File: src/inc/dioem_pkg.sv
// Constants, types and decoders shared by the digital I/O event mapper.
// What this block does
// RULE1: There are eight input lines, each with its own action selector offering disabled, span check or zero check.
// RULE2: An input line whose action is disabled never causes any action.
// RULE3: An input's action fires once when the line enters its active state, not while it stays there.
// RULE4: An input set for span check that becomes active puts the calibration selector into span.
// RULE5: An input set for zero check that becomes active puts the calibration selector into zero; a span entry in the same cycle selects span instead.
// RULE6: Each input has its own polarity, active high meaning a 5 V level triggers and active low a 0 V level.
// RULE7: There are eight output lines, each with its own selector choosing one source state from the list.
// RULE8: Each output sits at its active level exactly while its selected state is true and inactive otherwise; in reset the code drives all outputs to 0 V.
// RULE9: Each output has its own polarity, active high driving 5 V while the state holds and active low 0 V.
// RULE10: The disabled source state is never true, so an output assigned to it stays inactive; in reset the code drives it to 0 V, active for active low.
// RULE11: The sources include power supply, converter, wheel, flow, five heater and chassis temperature faults.
// RULE12: The sources include states true while a background, a span check or a zero check runs.
// RULE13: The sources include a combined system fault, the same condition that lights the fault lamp.
// RULE14: The sources include a state true while the removable storage stick is disconnected.
// RULE15: The sources include a state true while maintenance mode is on.
// RULE16: The sources include one alternate scale state for each of analog channels 0, 1 and 2.
// RULE17: Input lines pass two synchroniser stages before polarity, and entries into the active state become one-cycle pulses.
package dioem_pkg;

  localparam int NUM_IN = 8;
  localparam int NUM_OUT = 8;
  localparam int NUM_HEAT = 5;
  localparam int ACT_W = 2;
  localparam int SRC_W = 5;
  localparam int SRC_COUNT = 20;

  localparam logic [ACT_W-1:0] ACT_DISABLED = 2'h0;
  localparam logic [ACT_W-1:0] ACT_SPAN = 2'h1;
  localparam logic [ACT_W-1:0] ACT_ZERO = 2'h2;

  localparam logic [SRC_W-1:0] SRC_DISABLED = 5'h00;
  localparam logic [SRC_W-1:0] SRC_PSU = 5'h01;
  localparam logic [SRC_W-1:0] SRC_CONVERTER = 5'h02;
  localparam logic [SRC_W-1:0] SRC_WHEEL = 5'h03;
  localparam logic [SRC_W-1:0] SRC_FLOW = 5'h04;
  localparam logic [SRC_W-1:0] SRC_HEAT_BASE = 5'h05;
  localparam logic [SRC_W-1:0] SRC_CHASSIS = 5'h0A;
  localparam logic [SRC_W-1:0] SRC_USB_OFF = 5'h0B;
  localparam logic [SRC_W-1:0] SRC_BACKGROUND = 5'h0C;
  localparam logic [SRC_W-1:0] SRC_SPAN = 5'h0D;
  localparam logic [SRC_W-1:0] SRC_ZERO = 5'h0E;
  localparam logic [SRC_W-1:0] SRC_SYS_FAULT = 5'h0F;
  localparam logic [SRC_W-1:0] SRC_MAINT = 5'h10;
  localparam logic [SRC_W-1:0] SRC_CH0_ALT = 5'h11;
  localparam logic [SRC_W-1:0] SRC_CH1_ALT = 5'h12;
  localparam logic [SRC_W-1:0] SRC_CH2_ALT = 5'h13;

  localparam logic [NUM_IN-1:0] SYNC_RST = 8'h00;
  localparam logic [NUM_IN-1:0] PREV_RST = 8'hFF;
  localparam logic [1:0] FILL_RST = 2'h0;
  localparam logic [NUM_OUT-1:0] OUT_RST = 8'h00;

  typedef enum logic [2:0] {
    CAL_MEASURE = 3'h1,
    CAL_SPAN = 3'h2,
    CAL_ZERO = 3'h4
  } dioem_cal_e;

  // Picks one source state; the disabled code and unused codes read false.
  function automatic logic dioem_pick(input logic [SRC_COUNT-1:0] v,
                                      input logic [SRC_W-1:0] s);
    logic r;
    r = 1'b0;
    if (s != SRC_DISABLED && s <= SRC_CH2_ALT) begin
      r = v[s];
    end
    return r;
  endfunction

  // Marks every input whose action selector holds the given code.
  function automatic logic [NUM_IN-1:0] dioem_act_mask(
      input logic [NUM_IN*ACT_W-1:0] a, input logic [ACT_W-1:0] code);
    logic [NUM_IN-1:0] m;
    m = '0;
    for (int i = 0; i < NUM_IN; i++) begin
      m[i] = (a[i*ACT_W +: ACT_W] == code);
    end
    return m;
  endfunction

endpackage

File: src/inc/dioem_link_if.sv
// Signals passed between the mapper core and its two side modules.
`timescale 1ns/100ps
interface dioem_link_if;
  import dioem_pkg::*;
  logic [NUM_IN-1:0] level;
  logic [NUM_IN-1:0] rise;
  logic [SRC_COUNT-1:0] src;
  modport sense (output level, output rise);
  modport core (input level, input rise, output src);
  modport drive (input src);
endinterface

File: src/rtl/dioem_in_sense.sv
// Input line synchroniser, polarity correction and entry detection.
`timescale 1ns/100ps
module dioem_in_sense
  import dioem_pkg::*;
(
  input wire logic i_mclk,
  input wire logic i_reset,
  input wire logic [NUM_IN-1:0] i_input_line,
  input wire logic [NUM_IN-1:0] i_in_active_high,
  dioem_link_if.sense lk
);

  logic [NUM_IN-1:0] sync1_q;
  logic [NUM_IN-1:0] sync2_q;
  logic [NUM_IN-1:0] prev_q;
  logic [1:0] fill_q;
  wire [NUM_IN-1:0] active;
  wire [NUM_IN-1:0] prev_d;

  // RULE6: polarity correction per line.
  assign active = ~(sync2_q ^ i_in_active_high);
  assign lk.level = active;
  // RULE3: fire only on entry.
  assign lk.rise = active & ~prev_q;
  // RULE3: no entry before fill.
  assign prev_d = fill_q[1] ? active : PREV_RST;

  // RULE17: two stage synchroniser.
  always_ff @(posedge i_mclk) begin
    if (i_reset) begin
      sync1_q <= SYNC_RST;
      sync2_q <= SYNC_RST;
      prev_q <= PREV_RST;
      fill_q <= FILL_RST;
    end else begin
      sync1_q <= i_input_line;
      sync2_q <= sync1_q;
      prev_q <= prev_d;
      fill_q <= {fill_q[0], 1'b1};
    end
  end

endmodule // dioem_in_sense

File: src/rtl/dioem_out_drive.sv
// Output line source selection and polarity.
`timescale 1ns/100ps
module dioem_out_drive
  import dioem_pkg::*;
(
  input wire logic i_mclk,
  input wire logic i_reset,
  input wire logic [NUM_OUT*SRC_W-1:0] i_out_source,
  input wire logic [NUM_OUT-1:0] i_out_active_high,
  dioem_link_if.drive lk,
  output logic [NUM_OUT-1:0] o_output_line
);

  wire [NUM_OUT-1:0] hit;
  wire [NUM_OUT-1:0] line_d;

  genvar g;
  generate
    for (g = 0; g < NUM_OUT; g++) begin : g_line
      // RULE7: per line source selector.
      assign hit[g] = dioem_pick(lk.src, i_out_source[g*SRC_W +: SRC_W]);
      // RULE9: per line polarity.
      assign line_d[g] = ~(hit[g] ^ i_out_active_high[g]);
    end
  endgenerate

  // RULE8: output follows its state.
  always_ff @(posedge i_mclk) begin
    if (i_reset) begin
      o_output_line <= OUT_RST;
    end else begin
      o_output_line <= line_d;
    end
  end

endmodule // dioem_out_drive

File: src/rtl/dioem_top.sv
// Top of the digital I/O event mapper: actions, calibration and sources.
`timescale 1ns/100ps
module dioem_top
  import dioem_pkg::*;
(
  input wire logic i_mclk,
  input wire logic i_reset,
  input wire logic [NUM_IN-1:0] i_input_line,
  input wire logic [NUM_IN*ACT_W-1:0] i_in_action,
  input wire logic [NUM_IN-1:0] i_in_active_high,
  input wire logic [NUM_OUT*SRC_W-1:0] i_out_source,
  input wire logic [NUM_OUT-1:0] i_out_active_high,
  input wire logic i_cal_finish,
  input wire logic i_psu_fault,
  input wire logic i_converter_fault,
  input wire logic i_wheel_fault,
  input wire logic i_flow_fault,
  input wire logic [NUM_HEAT-1:0] i_heater_fault,
  input wire logic i_chassis_temp_fault,
  input wire logic i_other_fault,
  input wire logic i_usb_present,
  input wire logic i_background_busy,
  input wire logic i_maintenance,
  input wire logic [2:0] i_alt_scale,
  output logic [NUM_OUT-1:0] o_output_line,
  output logic [2:0] o_cal_mode,
  output logic o_cal_start,
  output logic o_fault_lamp
);

  // ************************************************************
  // Side modules.
  // ************************************************************

  dioem_link_if lk ();

  dioem_in_sense u_sense (
    .i_mclk(i_mclk),
    .i_reset(i_reset),
    .i_input_line(i_input_line),
    .i_in_active_high(i_in_active_high),
    .lk(lk.sense)
  );

  dioem_out_drive u_drive (
    .i_mclk(i_mclk),
    .i_reset(i_reset),
    .i_out_source(i_out_source),
    .i_out_active_high(i_out_active_high),
    .lk(lk.drive),
    .o_output_line(o_output_line)
  );

  // ************************************************************
  // Input actions.
  // ************************************************************

  wire [NUM_IN-1:0] span_mask;
  wire [NUM_IN-1:0] zero_mask;
  wire span_req;
  wire zero_req;

  // RULE1: decode each line's action.
  assign span_mask = dioem_act_mask(i_in_action, ACT_SPAN);
  assign zero_mask = dioem_act_mask(i_in_action, ACT_ZERO);
  // RULE2: disabled lines are in neither mask.
  assign span_req = |(lk.rise & span_mask);
  assign zero_req = |(lk.rise & zero_mask);

  // ************************************************************
  // Calibration selector.
  // ************************************************************

  dioem_cal_e cal_q;
  dioem_cal_e cal_d;
  logic start_d;

  always_comb begin
    cal_d = cal_q;
    start_d = 1'b0;
    unique case (cal_q)
      CAL_MEASURE: begin
        // RULE4: span entry.
        if (span_req) begin
          cal_d = CAL_SPAN;
          start_d = 1'b1;
        // RULE5: zero entry.
        end else if (zero_req) begin
          cal_d = CAL_ZERO;
          start_d = 1'b1;
        end
      end
      CAL_SPAN, CAL_ZERO: begin
        if (span_req) begin
          cal_d = CAL_SPAN;
          start_d = 1'b1;
        end else if (zero_req) begin
          cal_d = CAL_ZERO;
          start_d = 1'b1;
        end else if (i_cal_finish) begin
          cal_d = CAL_MEASURE;
        end
      end
      default: begin
        cal_d = CAL_MEASURE;
      end
    endcase
  end

  always_ff @(posedge i_mclk) begin
    if (i_reset) begin
      cal_q <= CAL_MEASURE;
      o_cal_start <= 1'b0;
    end else begin
      cal_q <= cal_d;
      o_cal_start <= start_d;
    end
  end

  assign o_cal_mode = cal_q;

  // ************************************************************
  // Source states.
  // ************************************************************

  wire any_fault;

  // RULE13: combined system fault.
  assign any_fault = i_psu_fault | i_converter_fault | i_wheel_fault |
                     i_flow_fault | (|i_heater_fault) |
                     i_chassis_temp_fault | i_other_fault;

  // RULE10: disabled source is never true.
  assign lk.src[SRC_DISABLED] = 1'b0;
  // RULE11: individual fault flags.
  assign lk.src[SRC_PSU] = i_psu_fault;
  assign lk.src[SRC_CONVERTER] = i_converter_fault;
  assign lk.src[SRC_WHEEL] = i_wheel_fault;
  assign lk.src[SRC_FLOW] = i_flow_fault;
  assign lk.src[SRC_HEAT_BASE +: NUM_HEAT] = i_heater_fault;
  assign lk.src[SRC_CHASSIS] = i_chassis_temp_fault;
  // RULE14: storage stick absent.
  assign lk.src[SRC_USB_OFF] = ~i_usb_present;
  // RULE12: activity states; RULE13: combined system fault.
  assign lk.src[SRC_BACKGROUND] = i_background_busy;
  assign lk.src[SRC_SPAN] = (cal_q == CAL_SPAN);
  assign lk.src[SRC_ZERO] = (cal_q == CAL_ZERO);
  assign lk.src[SRC_SYS_FAULT] = any_fault;
  // RULE15: maintenance mode.
  assign lk.src[SRC_MAINT] = i_maintenance;
  // RULE16: alternate scale per channel.
  assign lk.src[SRC_CH0_ALT] = i_alt_scale[0];
  assign lk.src[SRC_CH1_ALT] = i_alt_scale[1];
  assign lk.src[SRC_CH2_ALT] = i_alt_scale[2];

  // RULE13: fault lamp.
  always_ff @(posedge i_mclk) begin
    if (i_reset) begin
      o_fault_lamp <= 1'b0;
    end else begin
      o_fault_lamp <= any_fault;
    end
  end

  // ************************************************************
  // Checks.
  // ************************************************************

  logic [1:0] settle_q;
  wire [NUM_OUT-1:0] hit_chk;
  wire [NUM_OUT-1:0] off_chk;
  wire [NUM_OUT-1:0] exp_chk;

  always_ff @(posedge i_mclk) begin
    if (i_reset) begin
      settle_q <= 2'h0;
    end else begin
      settle_q <= {settle_q[0], 1'b1};
    end
  end

  genvar c;
  generate
    for (c = 0; c < NUM_OUT; c++) begin : g_chk
      assign hit_chk[c] = dioem_pick(lk.src,
                                     i_out_source[c*SRC_W +: SRC_W]);
      assign off_chk[c] = (i_out_source[c*SRC_W +: SRC_W] == SRC_DISABLED);
      assign exp_chk[c] = ~(hit_chk[c] ^ i_out_active_high[c]);
    end
  endgenerate

  property p_span_entry; // RULE4
    @(posedge i_mclk) disable iff (i_reset)
      span_req |=> (cal_q == CAL_SPAN) && o_cal_start;
  endproperty
  a_span_entry: assert property (p_span_entry) // RULE4
    else $error("Span request did not select span.");

  property p_zero_entry; // RULE5
    @(posedge i_mclk) disable iff (i_reset)
      zero_req && !span_req |=>
        (cal_q == CAL_ZERO) && o_cal_start && lk.src[SRC_ZERO];
  endproperty
  a_zero_entry: assert property (p_zero_entry) // RULE5
    else $error("Zero request did not select zero.");

  property p_disabled_quiet; // RULE2
    @(posedge i_mclk) disable iff (i_reset)
      !span_req && !zero_req && !i_cal_finish |=>
        $stable(cal_q) && !o_cal_start;
  endproperty
  a_disabled_quiet: assert property (p_disabled_quiet) // RULE2
    else $error("Calibration changed without a request.");

  property p_rise_once; // RULE3
    @(posedge i_mclk) disable iff (i_reset)
      (|lk.rise) |=> (lk.rise & $past(lk.rise)) == '0;
  endproperty
  a_rise_once: assert property (p_rise_once) // RULE3
    else $error("Input fired twice in a row.");

  property p_rise_entry; // RULE17
    @(posedge i_mclk) disable iff (i_reset)
      (|lk.rise) |-> ((lk.rise & ~lk.level) == '0) &&
                     ((lk.rise & $past(lk.level)) == '0);
  endproperty
  a_rise_entry: assert property (p_rise_entry) // RULE17
    else $error("Input pulse without entry into active.");

  property p_in_polarity; // RULE6
    @(posedge i_mclk) disable iff (i_reset)
      settle_q[1] && $stable(i_in_active_high) |->
        lk.level == ~($past(i_input_line, 2) ^ i_in_active_high);
  endproperty
  a_in_polarity: assert property (p_in_polarity) // RULE6
    else $error("Input level or polarity wrong.");

  property p_out_map; // RULE8
    @(posedge i_mclk) disable iff (i_reset)
      settle_q[0] |-> o_output_line == $past(exp_chk);
  endproperty
  a_out_map: assert property (p_out_map) // RULE8
    else $error("Output does not follow its state.");

  property p_out_high; // RULE9
    @(posedge i_mclk) disable iff (i_reset)
      settle_q[0] |->
        ((o_output_line ^ $past(hit_chk)) & $past(i_out_active_high)) == '0;
  endproperty
  a_out_high: assert property (p_out_high) // RULE9
    else $error("Active high output wrong.");

  property p_out_off; // RULE10
    @(posedge i_mclk) disable iff (i_reset)
      settle_q[0] |->
        ((o_output_line ^ ~$past(i_out_active_high)) & $past(off_chk)) == '0;
  endproperty
  a_out_off: assert property (p_out_off) // RULE10
    else $error("Disabled output left inactive level.");

  property p_fault_lamp; // RULE13
    @(posedge i_mclk) disable iff (i_reset)
      any_fault |=> o_fault_lamp;
  endproperty
  a_fault_lamp: assert property (p_fault_lamp) // RULE13
    else $error("Fault lamp missed a fault.");

  property p_lamp_clear; // RULE13
    @(posedge i_mclk) disable iff (i_reset)
      !any_fault |=> !o_fault_lamp;
  endproperty
  a_lamp_clear: assert property (p_lamp_clear) // RULE13
    else $error("Fault lamp lit without a fault.");

  property p_finish_measure; // RULE12
    @(posedge i_mclk) disable iff (i_reset)
      i_cal_finish && !span_req && !zero_req |=>
        (cal_q == CAL_MEASURE) && !o_cal_start;
  endproperty
  a_finish_measure: assert property (p_finish_measure) // RULE12
    else $error("Finish did not return to measure.");

  property p_start_cause; // RULE17
    @(posedge i_mclk) disable iff (i_reset)
      o_cal_start |-> $past(span_req) || $past(zero_req);
  endproperty
  a_start_cause: assert property (p_start_cause) // RULE17
    else $error("Start pulse without an input entry.");

  property p_start_once; // RULE3
    @(posedge i_mclk) disable iff (i_reset)
      o_cal_start && !span_req && !zero_req |=> !o_cal_start;
  endproperty
  a_start_once: assert property (p_start_once) // RULE3
    else $error("Start pulse lasted more than one cycle.");

  property p_mode_onehot; // RULE4
    @(posedge i_mclk) disable iff (i_reset)
      $onehot(o_cal_mode);
  endproperty
  a_mode_onehot: assert property (p_mode_onehot) // RULE4
    else $error("Calibration selector not one-hot.");

  property p_mask_quiet; // RULE2
    @(posedge i_mclk) disable iff (i_reset)
      ((lk.rise & (span_mask | zero_mask)) == '0) && !i_cal_finish |=>
        $stable(o_cal_mode);
  endproperty
  a_mask_quiet: assert property (p_mask_quiet) // RULE2
    else $error("Disabled line changed the selector.");

endmodule // dioem_top

File: config.mk
export PLATFORM = sky130hd
export DESIGN_NAME = dioem_top
export DESIGN_NICKNAME = d
export VERILOG_FILES = /design/src/inc/dioem_pkg.sv /design/src/inc/dioem_link_if.sv /design/src/rtl/dioem_in_sense.sv /design/src/rtl/dioem_out_drive.sv /design/src/rtl/dioem_top.sv
export SDC_FILE = /design/constraint.sdc
export NUM_CORES = 1
export LEC_CHECK = 0
export BUFFER_PORTS_ARGS = -buffer_cell sky130_fd_sc_hd__buf_2
export CAP_MARGIN = 40
export CORE_UTILIZATION = 45
export DETAILED_ROUTE_END_ITERATION = 10
export PLACE_DENSITY = 0.77
export SETUP_SLACK_MARGIN = 0.3
export SLEW_MARGIN = 0
export SYNTH_ARGS = -nofsm -noshare
export SYNTH_HDL_FRONTEND = slang
export SYNTH_HIERARCHICAL = 1
export SYNTH_SLANG_ARGS = --single-unit
File: constraint.sdc
create_clock -name i_mclk -period 2.3 [get_ports i_mclk]
set_clock_uncertainty 0.05 [all_clocks]
set_input_delay 0.115 -clock i_mclk [delete_from_list [all_inputs] [get_ports i_mclk]]
set_output_delay 0.115 -clock i_mclk [all_outputs]
set_load 0.1 [all_outputs]
==> results.md <==
- Outcome: finished, violations left
- Violated checks: design-rule violations
- Max-slew headroom: 45.8%
- Fillers: 547
- Slew @ Worst Pin: 0.793 ns
- Average instance area after synthesis: 9.62 sq um
- Startpoint types: flip-flop
- RePlAce Congestion: 0.875
- Initial DRC Count: 202
- Max IR drop VDD: 0.281 mV
- Area Overhead vs Synth: 34.3%
- Die area: 0.00706 sq mm
- Switching Fraction: 35.3%
- Reg2reg setup slack: 0.30 ns
- WHS Path Cells: 3
- Clock Path Buffers: 2
- Syn Inst Count: 315
- Worst Reg2Reg Path Length in Cells: 7
- Grt met2 use: 43.7%
- Core ar.: 0.00642 sq mm
- Largest fanout on the critical path: 7
- Setup TNS: 0 ns
- Fmax: 501 MHz
- Yosys Warn Count: 6
- Met3 Usage GRT: 4.55%
- Post-layout min period: 2.00 ns
- Hpwl dp: 6550 um
- DR WL/cell: 17.2 um
- Routed via count: 3076
- Final nets: 548
- Sink Count: 39
- GRT busiest layer: met2
- Die Width: 84.0 um
- Clock power frac: 24.5%
- Router iterations before antenna repair: 8
- Largest net degree at the start of global routing: 39
- Data arrival time of the critical path: 2.14 ns
- Reg area: 792 sq um
- Share of post-route cells with drive strength above 1: 45.3%
- Clk pin slew, worst setup/hold paths: 0.09 ns
- Leakage: 0.00179 uW
- Total Wirelength: 9050 um
- DRC: 16
- Vias/cell: 5.86
- Cell internal pwr: 1210 uW
- Post-DRT Antenna Nets: 0
- Remaining Overflow, GRT: 0
- Area after DPL: 0.00375 sq mm
- Crit. End Element: flip-flop
- Multi-input logic area: 0.00225 sq mm
- Global Route Usage Sum: 25.2%
- Hold_ws: 0.00485 ns
- Max-Cap Viols: 0
- Initial antenna violation count: 0
- Initial Utilization: 47.2%
- Placement Setup Slack: -0.0614 ns
- Hold Path Class: in -> reg
- Max-slew violation count: 0
- Latest clock arrival within the worst-skew pair: 0.29 ns
- Combinational share of power: 36.8%
- Post-Syn Nets: 415
- Reg power frac: 38.8%
- First-pass GRT wire length: 14000 um
- Critical path required time: 2.44 ns
- Die height: 84.0 um
- Final Hold Fails: 0
- PD cells: 461 mW/mm^2
- I/O pin count: 113
- Root buf cell: clkbuf_8
- Kind of critical path: reg -> reg
- H-Tree Level Count: 2
- Mapped Area: 0.00303 sq mm
- Tcrit/Tclk final: 86.8%
- I/O Buffers: 112
- Vias in the first global route: 3067
- Post-route design area: 0.00407 sq mm
- TritonCTS buffer count: 5
- Final worst-path setup slack: 0.303 ns
- NetSw: 663 uW
- M1 GR Usage: 31.0%
- CTS tree: built
- Number of antenna diodes: 0
- Final Setup Violations: 0
- RSZ-0062 raised after global routing: true
- FP Rows: 29
cell type report:
| class | count | share of cell area (%) |
|---|---|---|
| Multi-Input combinational cell | 251 | 55.4 |
| Timing Repair Buffer | 141 | 19.8 |
| Sequential cell | 39 | 19.5 |
| Tap cell | 77 | 2.37 |
| Clock buffer | 5 | 1.69 |
| Inverter | 10 | 0.923 |
| Clock inverter | 2 | 0.338 |
sequential cells by signal (all words and copies together), names as in the netlist:
name	count
u_drive/o_output_line	8
u_sense/prev_q	8
u_sense/sync1_q	8
u_sense/sync2_q	8
o_cal_mode	3
u_sense/fill_q	2
o_cal_start	1
o_fault_lamp	1
worst max-delay path, cell delays in order, from the launching register on:
cell and delay (ns):
dfxtp_4 0.35, nor3b_4 0.14, buf_6 0.13, mux4_2 0.46, inv_2 0.08, a2111oi_4 0.06
a311oi_2 0.30, mux2_4 0.32
path summary, 6_finish.rpt:
path,from,end
setup / recovery,o_cal_mode[2],u_drive/o_output_line[4]
hold / removal,i_in_active_high[4],u_sense/prev_q[4]
setup reg to reg,o_cal_mode[2],u_drive/o_output_line[4]
hold reg to reg,u_sense/sync1_q[4],u_sense/sync2_q[4]
power by group through the flow:
stage | clock, uW | combinational, uW | sequential (uW)
finish | 460 | 690 | 727
CTS | 466 | 661 | 727
global route | 495 | 733 | 731
detailed placement | 0 | 635 | 745
floorplan | 0 | 292 | 879
global placement | 0 | 621 | 744
layout by cell type (no fill, tap or decap), types with 3 or more instances in the layout:
cell type	n
buf_2	112
dfxtp_1	36
nor2_1	26
nor2b_1	24
nand2_1	23
buf_4	19
mux4_2	19
mux2i_1	17
mux2_2	13
nand2b_1	9
a21oi_1	8
dlygate4sd3_1	8
xor2_1	8
and2b_1	7
nor3_1	6
inv_1	6
and3b_1	6
a2111oi_0	6
nand3b_1	5
clkbuf_8	5
o22ai_1	4
nand3_1	4
inv_2	4
nor3b_1	4
a2111oi_4	4
dfxtp_4	3
a211oi_1	3
mux2_4	3
stage by stage:
step	utilization (%)	cells	power, uW
floorplan	-	315	1170
global placement	58.3	503	1370
detailed placement	58.3	503	1380
CTS	62.0	525	1850
global route	63.4	525	1960
finish	63.4	525	1880
what timing repair did:
action,CTS,global route
pin swaps,4,11
hold buffers,8,0
buffers inserted,7,0
gates resized for setup,7,17
hold endpoints to repair,8,0
endpoints found under the setup margin,6,8
per-layer routing:
metal  wire length [um]  share of wire, %  up-vias
met1               3650                40     1431
met5                  0                 0        -
met2               4460                49      173
li1                   -                 -     1450
met4                176               1.9        0
met3                753               8.3       22
(Power assumes the default switching activity.)
